File: config.mk
export PLATFORM = sky130hd
export DESIGN_NAME = async_serial_txrx_core
export DESIGN_NICKNAME = d
export VERILOG_FILES = /design/src/uart_core_pkg.sv /design/src/baud_tick_gen.sv /design/src/async_serial_txrx_core.sv
export SDC_FILE = /design/constraint.sdc
export NUM_CORES = 1
export LEC_CHECK = 0
export BUFFER_PORTS_ARGS = -buffer_cell sky130_fd_sc_hd__buf_2
export CAP_MARGIN = 10
export CORE_MARGIN = 4
export CORE_UTILIZATION = 40
export DETAILED_ROUTE_END_ITERATION = 6
export GPL_TIMING_DRIVEN = 0
export HOLD_SLACK_MARGIN = 0.02
export PLACE_DENSITY = 0.69
export SYNTH_ARGS = -nofsm -noshare
export SYNTH_HDL_FRONTEND = slang
export SYNTH_SLANG_ARGS = --single-unit
File: constraint.sdc
create_clock -name I_CORE_CLK -period 3.7 [get_ports I_CORE_CLK]
set_clock_uncertainty 0.2 [all_clocks]
set_input_delay 0.37 -clock I_CORE_CLK [delete_from_list [all_inputs] [get_ports I_CORE_CLK]]
set_output_delay 0.37 -clock I_CORE_CLK [all_outputs]
set_load 0.01 [all_outputs]
File: src/uart_core_pkg.sv
// shared constants, state enumerations and helper functions of the serial core
package uart_core_pkg;

  // ---------------------------------------------------------------------------
  // character format
  // ---------------------------------------------------------------------------
  localparam int DATA_BITS = 8;
  localparam logic [2:0] BIT_LAST = 3'h7;
  localparam logic LINE_IDLE = 1'b1;

  // ---------------------------------------------------------------------------
  // oversampling: sixteen baud ticks make one bit time
  // ---------------------------------------------------------------------------
  localparam int OVERSAMPLE = 16;
  localparam logic [3:0] TICK_LAST = 4'hF;
  localparam logic [3:0] TICK_MID = 4'h7;
  localparam logic [15:0] BAUD_DIV_RESET = 16'h0000;

  // ---------------------------------------------------------------------------
  // address handling schemes in nine-bit operation
  // ---------------------------------------------------------------------------
  localparam logic [1:0] SCHEME_ALL = 2'h0;
  localparam logic [1:0] SCHEME_ADDR_ONLY = 2'h1;
  localparam logic [1:0] SCHEME_MATCH = 2'h2;
  localparam logic [1:0] SCHEME_MATCH_DATA = 2'h3;

  // ---------------------------------------------------------------------------
  // state machines
  // ---------------------------------------------------------------------------
  typedef enum logic [2:0] {TX_IDLE, TX_START, TX_DATA, TX_NINTH, TX_STOP} tx_state_type;
  typedef enum logic [2:0] {RX_IDLE, RX_START, RX_DATA, RX_NINTH, RX_STOP} rx_state_type;

  // parity bit that makes data plus parity even (odd = 0) or odd (odd = 1)
  function automatic logic parity_of(input logic [7:0] data, input logic odd);
    return (^data) ^ odd;
  endfunction

endpackage

File: src/baud_tick_gen.sv
// programmable divider that makes the sixteen-per-bit oversampling tick
`timescale 1ns/10ps
module baud_tick_gen #(
  parameter int DIV_WIDTH = 16
) (
  // clock and reset
  input wire logic i_clk,
  input wire logic i_rst,
  // divisor
  input wire logic [DIV_WIDTH-1:0] i_divisor,
  // tick
  output logic o_tick
);

  typedef struct packed {
    logic [DIV_WIDTH-1:0] count;
    logic tick;
  } baud_state_type;

  baud_state_type st;
  baud_state_type next_st;

  // count down to zero, then reload; a zero divisor stops the ticks
  always_comb begin
    next_st = st;
    next_st.tick = 1'b0;
    if (st.count == '0) begin
      next_st.count = i_divisor - {{(DIV_WIDTH-1){1'b0}}, 1'b1};
      next_st.tick = (i_divisor != '0);
    end else begin
      next_st.count = st.count - {{(DIV_WIDTH-1){1'b0}}, 1'b1};
    end
    if (i_divisor == '0) begin
      next_st.count = '0;
    end
  end

  always_ff @(posedge i_clk) begin
    if (i_rst) begin
      st <= '0;
    end else begin
      st <= next_st;
    end
  end

  assign o_tick = st.tick;

endmodule

File: src/async_serial_txrx_core.sv
// asynchronous serial transmitter and receiver with plain control and status ports
`timescale 1ns/10ps

// How it works
// - eight data bits, lsb first, both directions
// - low start bit, one or two high stop bits
// - optional ninth bit: parity or address marker
// - transmit starts only while enabled
// - parity on and nine-bit off: even or odd parity
// - flow gate on: clear-to-send gates each start
// - holding-empty is 1 when a byte fits, 0 while full
// - a written byte is shifted out by itself
// - nine-bit mode sends the outgoing address flag
// - nine-bit mode only while enabled
// - transmit interrupt follows holding-empty
// - receiver starts a character only while enabled
// - byte-waiting is 1 while a received byte is held
// - receive interrupt on new byte and on errors
// - receive interrupt on data and errors, or errors only
// - separate error, break and data-waiting flags
// - two-bit field selects the address scheme
// - automatic schemes match address bytes to node address
// - sixteen-bit divisor sets the bit rate
// - both directions share baud rate and format
// - clear-to-send sampled four clocks before each start, through the synchroniser
// - marker bit right after the eighth data bit
module async_serial_txrx_core (
  // clock and reset
  input wire logic I_CORE_CLK,
  input wire logic I_RST,
  // line pins
  input wire logic I_RX_SERIAL,
  input wire logic I_CTS_N,
  output logic O_TX_SERIAL,
  // shared configuration
  input wire logic [7:0] I_BAUD_HIGH,
  input wire logic [7:0] I_BAUD_LOW,
  input wire logic I_PARITY_ENABLE_BIT,
  input wire logic I_PARITY_ODD,
  input wire logic I_STOP_TWO,
  input wire logic I_NINE_BIT_ENABLE,
  input wire logic [1:0] I_ADDR_SCHEME_FIELD,
  input wire logic [7:0] I_NODE_ADDR,
  // transmit control
  input wire logic I_TX_ENABLE_BIT,
  input wire logic I_FLOW_GATE_ENABLE,
  input wire logic I_OUTGOING_ADDR_FLAG,
  input wire logic I_TX_IRQ_ENABLE,
  input wire logic I_TX_WRITE,
  input wire logic [7:0] I_TX_DATA,
  // receive control
  input wire logic I_RX_ENABLE,
  input wire logic I_RX_IRQ_ERRORS_ONLY,
  input wire logic I_RX_READ,
  // status
  output logic O_TX_HOLDING_EMPTY,
  output logic O_TX_BUSY,
  output logic O_RX_BYTE_WAITING,
  output logic [7:0] O_RX_DATA,
  output logic O_RX_ADDR_BIT,
  output logic O_RX_NEW_FRAME,
  output logic O_PARITY_ERR,
  output logic O_FRAMING_ERR,
  output logic O_OVERRUN_ERR,
  output logic O_BREAK_SEEN,
  // interrupt requests
  output logic O_TX_IRQ,
  output logic O_RX_IRQ
);

  // ---------------------------------------------------------------------------
  // state
  // ---------------------------------------------------------------------------
  typedef struct packed {
    uart_core_pkg::tx_state_type tx_state;
    logic [3:0] tx_tick;
    logic [2:0] tx_bit;
    logic [7:0] tx_shift;
    logic tx_ninth;
    logic tx_line;
    logic [7:0] tx_hold;
    logic tx_hold_addr;
    logic tx_holding_empty;
    logic tx_irq;
    logic [2:0] rx_sync;
    logic [2:0] cts_sync;
    logic rx_level;
    logic cts_level;
    logic rx_armed;
    uart_core_pkg::rx_state_type rx_state;
    logic [3:0] rx_tick;
    logic [2:0] rx_bit;
    logic [7:0] rx_shift;
    logic rx_ninth;
    logic [7:0] rx_data;
    logic rx_addr_bit;
    logic rx_new_frame;
    logic rx_waiting;
    logic [7:0] pend_data;
    logic pend_addr;
    logic pend_new_frame;
    logic pend_valid;
    logic addr_matched;
    logic first_data;
    logic parity_err;
    logic framing_err;
    logic overrun_err;
    logic break_seen;
    logic rx_irq;
  } core_state_type;

  localparam core_state_type ST_RESET = '{
    tx_state: uart_core_pkg::TX_IDLE,
    rx_state: uart_core_pkg::RX_IDLE,
    tx_line: uart_core_pkg::LINE_IDLE,
    tx_holding_empty: 1'b1,
    rx_sync: {3{uart_core_pkg::LINE_IDLE}},
    cts_sync: 3'h7,
    rx_level: uart_core_pkg::LINE_IDLE,
    cts_level: 1'b1,
    default: '0
  };

  core_state_type st;
  core_state_type next_st;
  logic baud_tick;

  // ---------------------------------------------------------------------------
  // baud tick, one generator for both directions
  // ---------------------------------------------------------------------------
  baud_tick_gen #(
    .DIV_WIDTH(16)
  ) u_baud (
    .i_clk(I_CORE_CLK),
    .i_rst(I_RST),
    .i_divisor({I_BAUD_HIGH, I_BAUD_LOW}),
    .o_tick(baud_tick)
  );

  // ---------------------------------------------------------------------------
  // next state
  // ---------------------------------------------------------------------------
  always_comb begin
    logic ninth_used;
    logic rx_is_addr;
    logic rx_accept;
    logic rx_nf;
    logic rx_done;
    logic is_break;
    ninth_used = I_NINE_BIT_ENABLE || I_PARITY_ENABLE_BIT;
    rx_is_addr = 1'b0;
    rx_accept = 1'b0;
    rx_nf = 1'b0;
    rx_done = 1'b0;
    is_break = 1'b0;
    next_st = st;

    // pin synchronisers: a level counts once the second and third stages agree
    next_st.rx_sync = {st.rx_sync[1:0], I_RX_SERIAL};
    next_st.cts_sync = {st.cts_sync[1:0], I_CTS_N};
    if (st.rx_sync[1] == st.rx_sync[2]) begin
      next_st.rx_level = st.rx_sync[2];
    end
    if (st.cts_sync[1] == st.cts_sync[2]) begin
      next_st.cts_level = st.cts_sync[2];
    end

    // transmitter; starts only on a tick so the start bit is a full bit long
    unique case (st.tx_state)
      uart_core_pkg::TX_IDLE: begin
        next_st.tx_line = uart_core_pkg::LINE_IDLE;
        if (baud_tick && !st.tx_holding_empty && I_TX_ENABLE_BIT
            && (!I_FLOW_GATE_ENABLE || !st.cts_level)) begin
          next_st.tx_shift = st.tx_hold;
          next_st.tx_holding_empty = 1'b1;
          if (I_NINE_BIT_ENABLE) begin
            next_st.tx_ninth = st.tx_hold_addr;
          end else begin
            next_st.tx_ninth = uart_core_pkg::parity_of(st.tx_hold, I_PARITY_ODD);
          end
          next_st.tx_state = uart_core_pkg::TX_START;
          next_st.tx_line = 1'b0;
          next_st.tx_tick = '0;
        end
      end
      uart_core_pkg::TX_START: begin
        if (baud_tick) begin
          next_st.tx_tick = st.tx_tick + 4'h1;
          if (st.tx_tick == uart_core_pkg::TICK_LAST) begin
            next_st.tx_state = uart_core_pkg::TX_DATA;
            next_st.tx_line = st.tx_shift[0];
            next_st.tx_bit = '0;
          end
        end
      end
      uart_core_pkg::TX_DATA: begin
        if (baud_tick) begin
          next_st.tx_tick = st.tx_tick + 4'h1;
          if (st.tx_tick == uart_core_pkg::TICK_LAST) begin
            next_st.tx_shift = st.tx_shift >> 1;
            next_st.tx_line = st.tx_shift[1];
            next_st.tx_bit = st.tx_bit + 3'h1;
            if (st.tx_bit == uart_core_pkg::BIT_LAST) begin
              next_st.tx_bit = '0;
              if (ninth_used) begin
                next_st.tx_state = uart_core_pkg::TX_NINTH;
                next_st.tx_line = st.tx_ninth;
              end else begin
                next_st.tx_state = uart_core_pkg::TX_STOP;
                next_st.tx_line = uart_core_pkg::LINE_IDLE;
              end
            end
          end
        end
      end
      uart_core_pkg::TX_NINTH: begin
        if (baud_tick) begin
          next_st.tx_tick = st.tx_tick + 4'h1;
          if (st.tx_tick == uart_core_pkg::TICK_LAST) begin
            next_st.tx_state = uart_core_pkg::TX_STOP;
            next_st.tx_line = uart_core_pkg::LINE_IDLE;
          end
        end
      end
      uart_core_pkg::TX_STOP: begin
        if (baud_tick) begin
          next_st.tx_tick = st.tx_tick + 4'h1;
          if (st.tx_tick == uart_core_pkg::TICK_LAST) begin
            // second stop bit only when asked for
            if (I_STOP_TWO && st.tx_bit == '0) begin
              next_st.tx_bit = 3'h1;
            end else begin
              next_st.tx_state = uart_core_pkg::TX_IDLE;
            end
          end
        end
      end
    endcase

    // a write while the holding register is full is dropped
    if (I_TX_WRITE && st.tx_holding_empty) begin
      next_st.tx_hold = I_TX_DATA;
      next_st.tx_hold_addr = I_OUTGOING_ADDR_FLAG;
      next_st.tx_holding_empty = 1'b0;
    end

    // receiver; only the first stop bit is checked
    unique case (st.rx_state)
      uart_core_pkg::RX_IDLE: begin
        // armed only after the line has been seen high, so a break does not retrigger
        next_st.rx_armed = st.rx_level;
        if (st.rx_armed && !st.rx_level && I_RX_ENABLE) begin
          next_st.rx_state = uart_core_pkg::RX_START;
          next_st.rx_tick = '0;
        end
      end
      uart_core_pkg::RX_START: begin
        if (baud_tick) begin
          next_st.rx_tick = st.rx_tick + 4'h1;
          if (st.rx_tick == uart_core_pkg::TICK_MID) begin
            // a glitch shorter than half a bit is not a start bit
            if (!st.rx_level) begin
              next_st.rx_state = uart_core_pkg::RX_DATA;
              next_st.rx_tick = '0;
              next_st.rx_bit = '0;
            end else begin
              next_st.rx_state = uart_core_pkg::RX_IDLE;
            end
          end
        end
      end
      uart_core_pkg::RX_DATA: begin
        if (baud_tick) begin
          next_st.rx_tick = st.rx_tick + 4'h1;
          if (st.rx_tick == uart_core_pkg::TICK_LAST) begin
            next_st.rx_shift = {st.rx_level, st.rx_shift[7:1]};
            next_st.rx_bit = st.rx_bit + 3'h1;
            if (st.rx_bit == uart_core_pkg::BIT_LAST) begin
              next_st.rx_state = ninth_used ? uart_core_pkg::RX_NINTH
                                            : uart_core_pkg::RX_STOP;
            end
          end
        end
      end
      uart_core_pkg::RX_NINTH: begin
        if (baud_tick) begin
          next_st.rx_tick = st.rx_tick + 4'h1;
          if (st.rx_tick == uart_core_pkg::TICK_LAST) begin
            next_st.rx_ninth = st.rx_level;
            next_st.rx_state = uart_core_pkg::RX_STOP;
          end
        end
      end
      uart_core_pkg::RX_STOP: begin
        if (baud_tick) begin
          next_st.rx_tick = st.rx_tick + 4'h1;
          if (st.rx_tick == uart_core_pkg::TICK_LAST) begin
            rx_done = 1'b1;
            next_st.rx_state = uart_core_pkg::RX_IDLE;
          end
        end
      end
    endcase

    // reading moves a waiting byte forward and clears the error flags
    if (I_RX_READ && st.rx_waiting) begin
      next_st.parity_err = 1'b0;
      next_st.framing_err = 1'b0;
      next_st.overrun_err = 1'b0;
      next_st.break_seen = 1'b0;
      if (st.pend_valid) begin
        next_st.rx_data = st.pend_data;
        next_st.rx_addr_bit = st.pend_addr;
        next_st.rx_new_frame = st.pend_new_frame;
        next_st.pend_valid = 1'b0;
      end else begin
        next_st.rx_waiting = 1'b0;
      end
    end

    // completed character: flags set after the read so a set wins over a clear
    if (rx_done) begin
      is_break = (st.rx_shift == 8'h00) && !st.rx_level && (!ninth_used || !st.rx_ninth);
      rx_is_addr = I_NINE_BIT_ENABLE && st.rx_ninth;
      if (is_break) begin
        next_st.break_seen = 1'b1;
        next_st.framing_err = 1'b1;
      end else begin
        if (!st.rx_level) begin
          next_st.framing_err = 1'b1;
        end
        if (I_PARITY_ENABLE_BIT && !I_NINE_BIT_ENABLE
            && st.rx_ninth != uart_core_pkg::parity_of(st.rx_shift, I_PARITY_ODD)) begin
          next_st.parity_err = 1'b1;
        end
        rx_accept = 1'b1;
        if (I_NINE_BIT_ENABLE) begin
          unique case (I_ADDR_SCHEME_FIELD)
            uart_core_pkg::SCHEME_ALL: rx_accept = 1'b1;
            uart_core_pkg::SCHEME_ADDR_ONLY: rx_accept = rx_is_addr;
            uart_core_pkg::SCHEME_MATCH, uart_core_pkg::SCHEME_MATCH_DATA: begin
              if (rx_is_addr) begin
                next_st.addr_matched = (st.rx_shift == I_NODE_ADDR);
                next_st.first_data = (st.rx_shift == I_NODE_ADDR);
                rx_accept = (st.rx_shift == I_NODE_ADDR)
                            && (I_ADDR_SCHEME_FIELD == uart_core_pkg::SCHEME_MATCH);
              end else begin
                rx_accept = st.addr_matched;
                rx_nf = st.first_data;
                next_st.first_data = 1'b0;
              end
            end
          endcase
        end
        if (rx_accept) begin
          if (!next_st.rx_waiting) begin
            next_st.rx_data = st.rx_shift;
            next_st.rx_addr_bit = rx_is_addr;
            next_st.rx_new_frame = rx_nf;
            next_st.rx_waiting = 1'b1;
          end else if (!next_st.pend_valid) begin
            next_st.pend_data = st.rx_shift;
            next_st.pend_addr = rx_is_addr;
            next_st.pend_new_frame = rx_nf;
            next_st.pend_valid = 1'b1;
          end else begin
            next_st.overrun_err = 1'b1;
          end
        end
      end
    end

    // interrupt requests, registered so they line up with the status flags
    next_st.tx_irq = next_st.tx_holding_empty && I_TX_IRQ_ENABLE;
    next_st.rx_irq = (next_st.rx_waiting && !I_RX_IRQ_ERRORS_ONLY)
                     || next_st.parity_err || next_st.framing_err
                     || next_st.overrun_err || next_st.break_seen;
  end

  // ---------------------------------------------------------------------------
  // state register; both directions share it but never each other's fields
  // ---------------------------------------------------------------------------
  always_ff @(posedge I_CORE_CLK) begin
    if (I_RST) begin
      st <= ST_RESET;
    end else begin
      st <= next_st;
    end
  end

  // ---------------------------------------------------------------------------
  // outputs, all straight from the state register
  // ---------------------------------------------------------------------------
  assign O_TX_SERIAL = st.tx_line;
  assign O_TX_BUSY = (st.tx_state != uart_core_pkg::TX_IDLE);
  assign O_TX_HOLDING_EMPTY = st.tx_holding_empty;
  assign O_RX_BYTE_WAITING = st.rx_waiting;
  assign O_RX_DATA = st.rx_data;
  assign O_RX_ADDR_BIT = st.rx_addr_bit;
  assign O_RX_NEW_FRAME = st.rx_new_frame;
  assign O_PARITY_ERR = st.parity_err;
  assign O_FRAMING_ERR = st.framing_err;
  assign O_OVERRUN_ERR = st.overrun_err;
  assign O_BREAK_SEEN = st.break_seen;
  assign O_TX_IRQ = st.tx_irq;
  assign O_RX_IRQ = st.rx_irq;

endmodule

==> results of run 1 <==
-- stage by stage --
| stage | setup slack, ps | power, uW | instance area (um^2) | std cells | util, % |
|---|---|---|---|---|---|
| floorplan | 916 | 1950 | 5430 | 652 | - |
| global placement | 471 | 2130 | 5980 | 895 | 45.2 |
| detailed placement | 383 | 2140 | 5980 | 895 | 45.2 |
| CTS | 379 | 3100 | 6290 | 913 | 47.5 |
| global route | 90.8 | 3250 | 6290 | 914 | 47.5 |
| finish | 361 | 3070 | 6290 | 914 | 47.5 |
-- worst max path at each step --
stage	endpoint	slack, ps	cells past startpoint
after global routing	u_baud.st[13]	90	12
after floorplan	u_baud.st[13]	920	12
after global placement	u_baud.st[13]	470	12
after detailed placement	u_baud.st[13]	380	12
final	u_baud.st[13]	360	12
after CTS	u_baud.st[13]	380	12
-- cells in the final DEF, fill, tap and decap left out, types with 5 or more instances in the layout --
cell type and n:
a211oi_1 15, a21oi_1 49, a22oi_1 7, a311oi_1 9, buf_2 71, buf_4 10, clkbuf_1 28, clkbuf_16 9
dfxtp_1 105, ha_1 12, inv_1 20, mux2i_1 33, nand2_1 47, nand2b_1 9, nand3_1 30, nand4_1 7
nor2_1 96, nor3_1 14, nor4_1 7, o21a_1 5, o21ai_0 23, o21ai_1 5, or2_2 6, or3_1 5
xnor2_1 19, xor2_1 13
-- final cells by class --
cell class	count	share of cell area, %
tap	176	3.50
buffer	42	3.42
multi-input combinational	484	48.2
clock buffer	12	3.76
sequential	105	33.4
clock inverter	4	0.835
antenna	1	0.0398
timing repair buffer	69	5.65
inverter	21	1.25
-- routing by layer --
| layer | GRT usage, % | vias up |
|---|---|---|
| li1 | - | 2481 |
| met2 | 26.3 | 104 |
| met1 | 22.8 | 2260 |
| met5 | 0 | - |
| met3 | 2.92 | 23 |
| met4 | 7.29 | 0 |
-- logic make-up (layout without fill, tap and decap cells) --
kind of cell             after synthesis  after routing
AND/OR/NAND/NOR                      259            259
AO/OA/AOI/OAI                        148            148
flip-flops                           105            105
buffers and inverters                 63            148
multiplexers                          33             33
XOR/XNOR                              32             32
adder cells (fa/ha/maj)               12             12
other                                  0              1
-- flip-flops by register name, indices dropped and copies added, names as in the netlist --
| register | flops |
|---|---|
| O_BREAK_SEEN | 1 |
| O_FRAMING_ERR | 1 |
| O_OVERRUN_ERR | 1 |
| O_PARITY_ERR | 1 |
| O_RX_ADDR_BIT | 1 |
| O_RX_BYTE_WAITING | 1 |
| O_RX_DATA | 8 |
| O_RX_IRQ | 1 |
| O_RX_NEW_FRAME | 1 |
| O_TX_HOLDING_EMPTY | 1 |
| O_TX_IRQ | 1 |
| O_TX_SERIAL | 1 |
| next_st | 4 |
| st | 65 |
| u_baud.o_tick | 1 |
| u_baud.st | 16 |
-- synthesized netlist by cell type, types with 12 or more instances --
library cell  count
o21ai_0          23
dfxtp_1         105
xor2_1           13
clkbuf_1         25
nor2_1           96
nand2_1          47
mux2i_1          33
ha_1             12
a21oi_1          49
xnor2_1          19
inv_1            20
a211oi_1         15
nor3_1           14
nand3_1          30
-- power groups by stage --
stage / logic [uW] / clock network [uW] / registers (uW)
after floorplan: 628 / 0 / 1320
after global placement: 784 / 0 / 1350
after detailed placement: 792 / 0 / 1350
after CTS: 796 / 980 / 1320
after global routing: 890 / 1020 / 1330
final: 799 / 948 / 1320
-- worst min-delay path: stages --
cell,delay (ps)
buf_2,90
nand3_1,50
a21oi_1,50
==> flow_summary.json, run 1 <==
{
  "die_w_um": 124,
  "root_buffer": "clkbuf_16",
  "maxSlewViolCount": 0,
  "critical_path_class": "flip-flop to flip-flop",
  "reg2reg_setup_slack_ps": 360,
  "synthSimpleGateAreaFrac_pct": 24.0,
  "synthArstFlopShare_pct": 0,
  "finalCriticalPeriod_ps": 3340,
  "htree_num_levels": 3,
  "synth.largest_area_cell": "dfxtp_1",
  "wirelength_um": 12900,
  "syn-cell-area_um2": 5430,
  "place_congestion": 0.877,
  "crit_fanout": 10,
  "track_usage_pct": 16.8,
  "avgSynthCellArea_um2": 8.32,
  "p_leak_uw": 0.00251,
  "dieArea_um2": 15500,
  "num_io_pins": 70,
  "hold_path_startpoint": "I_TX_DATA[3]",
  "seq_area_frac_synth_pct": 38.7,
  "p_comb_share_pct": 26.0,
  "yosysTopAreaCellShare_pct": 38.7,
  "power.internal_uw": 2080,
  "worstMarginPinSlew_ps": 783,
  "cts.sinks": 105,
  "nets": 794,
  "clock_latency_ps": 350,
  "cts_setup_buffers": 0,
  "viasPerCell": 5.33,
  "synth_adder_area_share_pct": 2.77,
  "startpoint_type": "flip-flop",
  "crit_chain": "nor2_1 > nand4_1 > nor2_2 > buf_2 > a21oi_1 > ha_1 > nor4b_1 > nand2_1 > a311oi_4 > o311ai_1 > xnor2_1 > nor2_1",
  "cts_buffer_depth": 2,
  "synth_cell_types": 67,
  "detailedRoute.firstPassIterationCount": 5,
  "port_buffers": 67,
  "core.rowCount": 42,
  "cts_tree": "built",
  "yosys_warnings": 0,
  "route.detailed.drc": 0,
  "ir_drop_mv": 0.335,
  "grt_setup_unrepaired": "false",
  "wire_per_inst_um": 14.1,
  "worstPathArrival_ps": 3380,
  "dp_hpwl_um": 9490,
  "hold_end": "st[63]",
  "drive_gt1_share_pct": 15.6,
  "hold_violations": 0,
  "multi_input_area_um2": 3030,
  "crit_top_cell": "nor2_1",
  "sequentialPowerShare_pct": 43.1,
  "grt_first_pass_wirelength_um": 22000,
  "regArea_um2": 2100,
  "cp_top_family": "simple AND/OR/NAND/NOR gates",
  "syn_to_final_growth_pct": 16.0,
  "required_ps": 3750,
  "setup_tns_ps": 0,
  "antenna_found_initial": 1,
  "topRoutingLayerUsed": "met4",
  "p_sw_share_pct": 32.1,
  "synth_area_leaders": "dfxtp_1, nor2_1, mux2i_1, a21oi_1, nand2_1",
  "max_freq_ghz": 0.299,
  "fillCellCount": 1297,
  "worst_r2r_path_depth": 12,
  "worstSetupStartpoint": "u_baud.st[9]",
  "r2r-end": "u_baud.st[13]",
  "hp-class": "input pin to flip-flop",
  "synthCells": 652,
  "ant_nets": 0,
  "cts_inserted_buffers": 9,
  "grt_overflow": 0,
  "synth-compound-area-share_pct": 17.8,
  "cts_hold_buf": 2,
  "powerDensity_nw_per_um2": 487,
  "max_stage_delay_ps": 470,
  "relSlewSlack_pct": 47.8,
  "core-area_um2": 13200,
  "holdPathStages": 3,
  "grt_pass1_vias": 4462,
  "dr_wl_met3_um": 511,
  "drv_cap": 0,
  "finalSetupViolCount": 0,
  "cpMaxStageDelayCell": "nor4b_1",
  "hold_ws_ps": 58.8,
  "netSwitchingPower_uw": 985,
  "yosys_most_used_dff": "dfxtp_1",
  "die_h_um": 124,
  "crit_path_end_kind": "flip-flop",
  "start_util_pct": 41.0,
  "outcome": "finished clean",
  "drt_iter0_markers": 351,
  "synth_top_family_by_area": "simple AND/OR/NAND/NOR gates",
  "met2_length_um": 5980,
  "r2r_start": "u_baud.st[9]",
  "synth_fp_nets": 714,
  "synthMuxAreaShare_pct": 6.09,
  "path_clk_slew_ps": 70,
  "pwr-share-clk_pct": 30.9,
  "vias": 4868,
  "wl_met1_um": 6090,
  "cp_num_buf_inv": 1,
  "grt_max_degree": 17,
  "fin_crit_sh_pct": 90.3,
  "synth_edf_count": 0,
  "synth-xor-area-share_pct": 5.16,
  "ys_ff_latch": 105,
  "cts_resized": 0
}
No activity file was read; power rests on OpenSTA's default activity.
==> inputs of run 2 (changes only) <==
--- a/config.mk
+++ b/config.mk
@@ -5,7 +5,7 @@
 export SDC_FILE = /design/constraint.sdc
 export NUM_CORES = 1
 export LEC_CHECK = 0
-export BUFFER_PORTS_ARGS = -buffer_cell sky130_fd_sc_hd__buf_2
+export BUFFER_PORTS_ARGS = -buffer_cell sky130_fd_sc_hd__buf_4
 export CAP_MARGIN = 10
 export CORE_MARGIN = 4
 export CORE_UTILIZATION = 40
==> run 2 against run 1 <==
Utilization increased by 1.5 points. Design area increased by 3.1%. Setup slack improved by 150 ps. Sequential power about the same. Global-route usage increased by 0.46 points. First-iteration DRC count increased by 14%. Register-to-register slack improved by 150 ps. Die area unchanged. Final cell count decreased by 0.11%. Critical path type unchanged. Highest routed layer unchanged.
==> flow_summary.json, run 2 (same netlist as run 1, synthesis figures left out) <==
{
  "outcome": "finished clean",
  "wirelength_um": 13500,
  "vias": 4984,
  "start_util_pct": 41.0,
  "core-area_um2": 13200,
  "clock_latency_ps": 360,
  "viasPerCell": 5.46,
  "wire_per_inst_um": 14.8,
  "maxSlewViolCount": 0,
  "dieArea_um2": 15500,
  "ant_nets": 0,
  "dpl_cell_area_um2": 6150,
  "cpMaxStageDelayCell": "nor4_4",
  "drt_iter0_markers": 400,
  "cts.sinks": 105,
  "syn_to_final_growth_pct": 19.6,
  "htree_num_levels": 3,
  "core.rowCount": 42,
  "fillCellCount": 1278,
  "drv_cap": 0,
  "powerDensity_nw_per_um2": 487,
  "relSlewSlack_pct": 48.1,
  "crit_fanout": 10,
  "cts_setup_buffers": 0,
  "final_area_um2": 6490,
  "crit_path_end_kind": "flip-flop",
  "cts_buffer_depth": 2,
  "crit_chain": "nor4_4 > nand4_1 > nor2_2 > buf_2 > a21oi_1 > ha_1 > nor4b_2 > nand2_1 > a311oi_4 > o311ai_1 > xnor2_1 > nor2_1",
  "route.detailed.drc": 0,
  "die_h_um": 124,
  "multi_input_area_um2": 3040,
  "dp_hpwl_um": 9880,
  "grt_overflow": 0,
  "finalSetupViolCount": 0,
  "grt_max_degree": 20,
  "largest_reg_flops": 65,
  "startpoint_type": "flip-flop",
  "num_io_pins": 70,
  "track_usage_pct": 17.3,
  "layout_commonest_cell": "dfxtp_1",
  "finalCriticalPeriod_ps": 3190,
  "max_stage_delay_ps": 430,
  "grt_pass1_vias": 4721,
  "required_ps": 3750,
  "ir_drop_mv": 0.362,
  "hold_violations": 0,
  "nets": 794,
  "port_buffers": 67,
  "critical_path_class": "flip-flop to flip-flop",
  "detailedRoute.firstPassIterationCount": 5,
  "worstMarginPinSlew_ps": 779,
  "path_clk_slew_ps": 70,
  "grt_first_pass_wirelength_um": 22700,
  "worstPathArrival_ps": 3240,
  "max_freq_ghz": 0.314,
  "p_leak_uw": 0.00256,
  "drive_gt1_share_pct": 16.1,
  "reg2reg_setup_slack_ps": 510,
  "regArea_um2": 2100,
  "antenna_found_initial": 0,
  "place_congestion": 0.922,
  "cp_num_buf_inv": 1,
  "cts_inserted_buffers": 9,
  "cts_tree": "built",
  "final_cell_mix": "dfxtp_1, nor2_1, buf_4",
  "top_register": "st",
  "cp_top_family": "simple AND/OR/NAND/NOR gates",
  "die_w_um": 124,
  "fin_crit_sh_pct": 86.2,
  "n_antenna_cell": 0,
  "grt_setup_unrepaired": "false",
  "hp-class": "input pin to flip-flop",
  "root_buffer": "clkbuf_16",
  "setup_tns_ps": 0
}
-- run 2: changes by cell type in the layout (fill, tap and decap cells not counted), sizes merged --
cell / previous run / this run
diode: 1 / 0
clkinv: 2 / 4
clkbuf: 37 / 34
inv: 22 / 23
-- run 2: cell type report --
cell class | instances | share of cell area [%]
multi-input combinational | 484 | 46.8
tap | 176 | 3.39
clock buffer | 9 | 3.47
sequential | 105 | 32.4
buffer | 42 | 3.31
clock inverter | 7 | 1.39
timing repair buffer | 69 | 8.06
inverter | 21 | 1.21
-- run 2: worst register-to-register path: cells and delay by family, from the launching register on --
family                   cells  cell delay, ps
adder cells (fa/ha/maj)      1             240
XOR/XNOR                     1             160
buffers and inverters        1             310
flip-flops                   1             360
AND/OR/NAND/NOR              6            1480
AO/OA/AOI/OAI                3             340
-- run 2: power breakdown --
group          switching, uW  internal, uW
combinational            474           355
clock                    465           539
sequential               108          1220
-- run 2: timing repair --
item                                    CTS  global route
hold endpoints to repair                  2             0
resized for setup                         0             1
endpoints found under the setup margin    0             1
hold buffers                              2             0
-- run 2: through the flow --
stage	worst slack [ps]	cells	hold WS [ps]	total power [uW]	utilization (%)
floorplan	916	652	189	1950	-
global placement	467	895	194	2130	46.4
detailed placement	392	895	196	2160	46.4
CTS	362	913	38.3	3170	49.0
global route	223	913	55.7	3330	49.0
finish	510	913	52.3	3160	49.0
-- run 2: layer usage --
layer	vias to the layer above	global-route usage [%]	wire (um)
met1	2367	22.3	6120
li1	2482	-	-
met4	0	5.93	229
met3	22	3.73	677
met5	-	0	0
met2	113	28.6	6450
-- run 2: path summary, 6_finish.rpt --
path                 startpoint             to  depth (start not counted)
hold reg to reg     next_st[55]    next_st[56]                          1
hold / removal    I_BAUD_LOW[0]   u_baud.st[1]                          2
setup / recovery   u_baud.st[1]  u_baud.st[13]                         12
setup reg to reg   u_baud.st[1]  u_baud.st[13]                         12
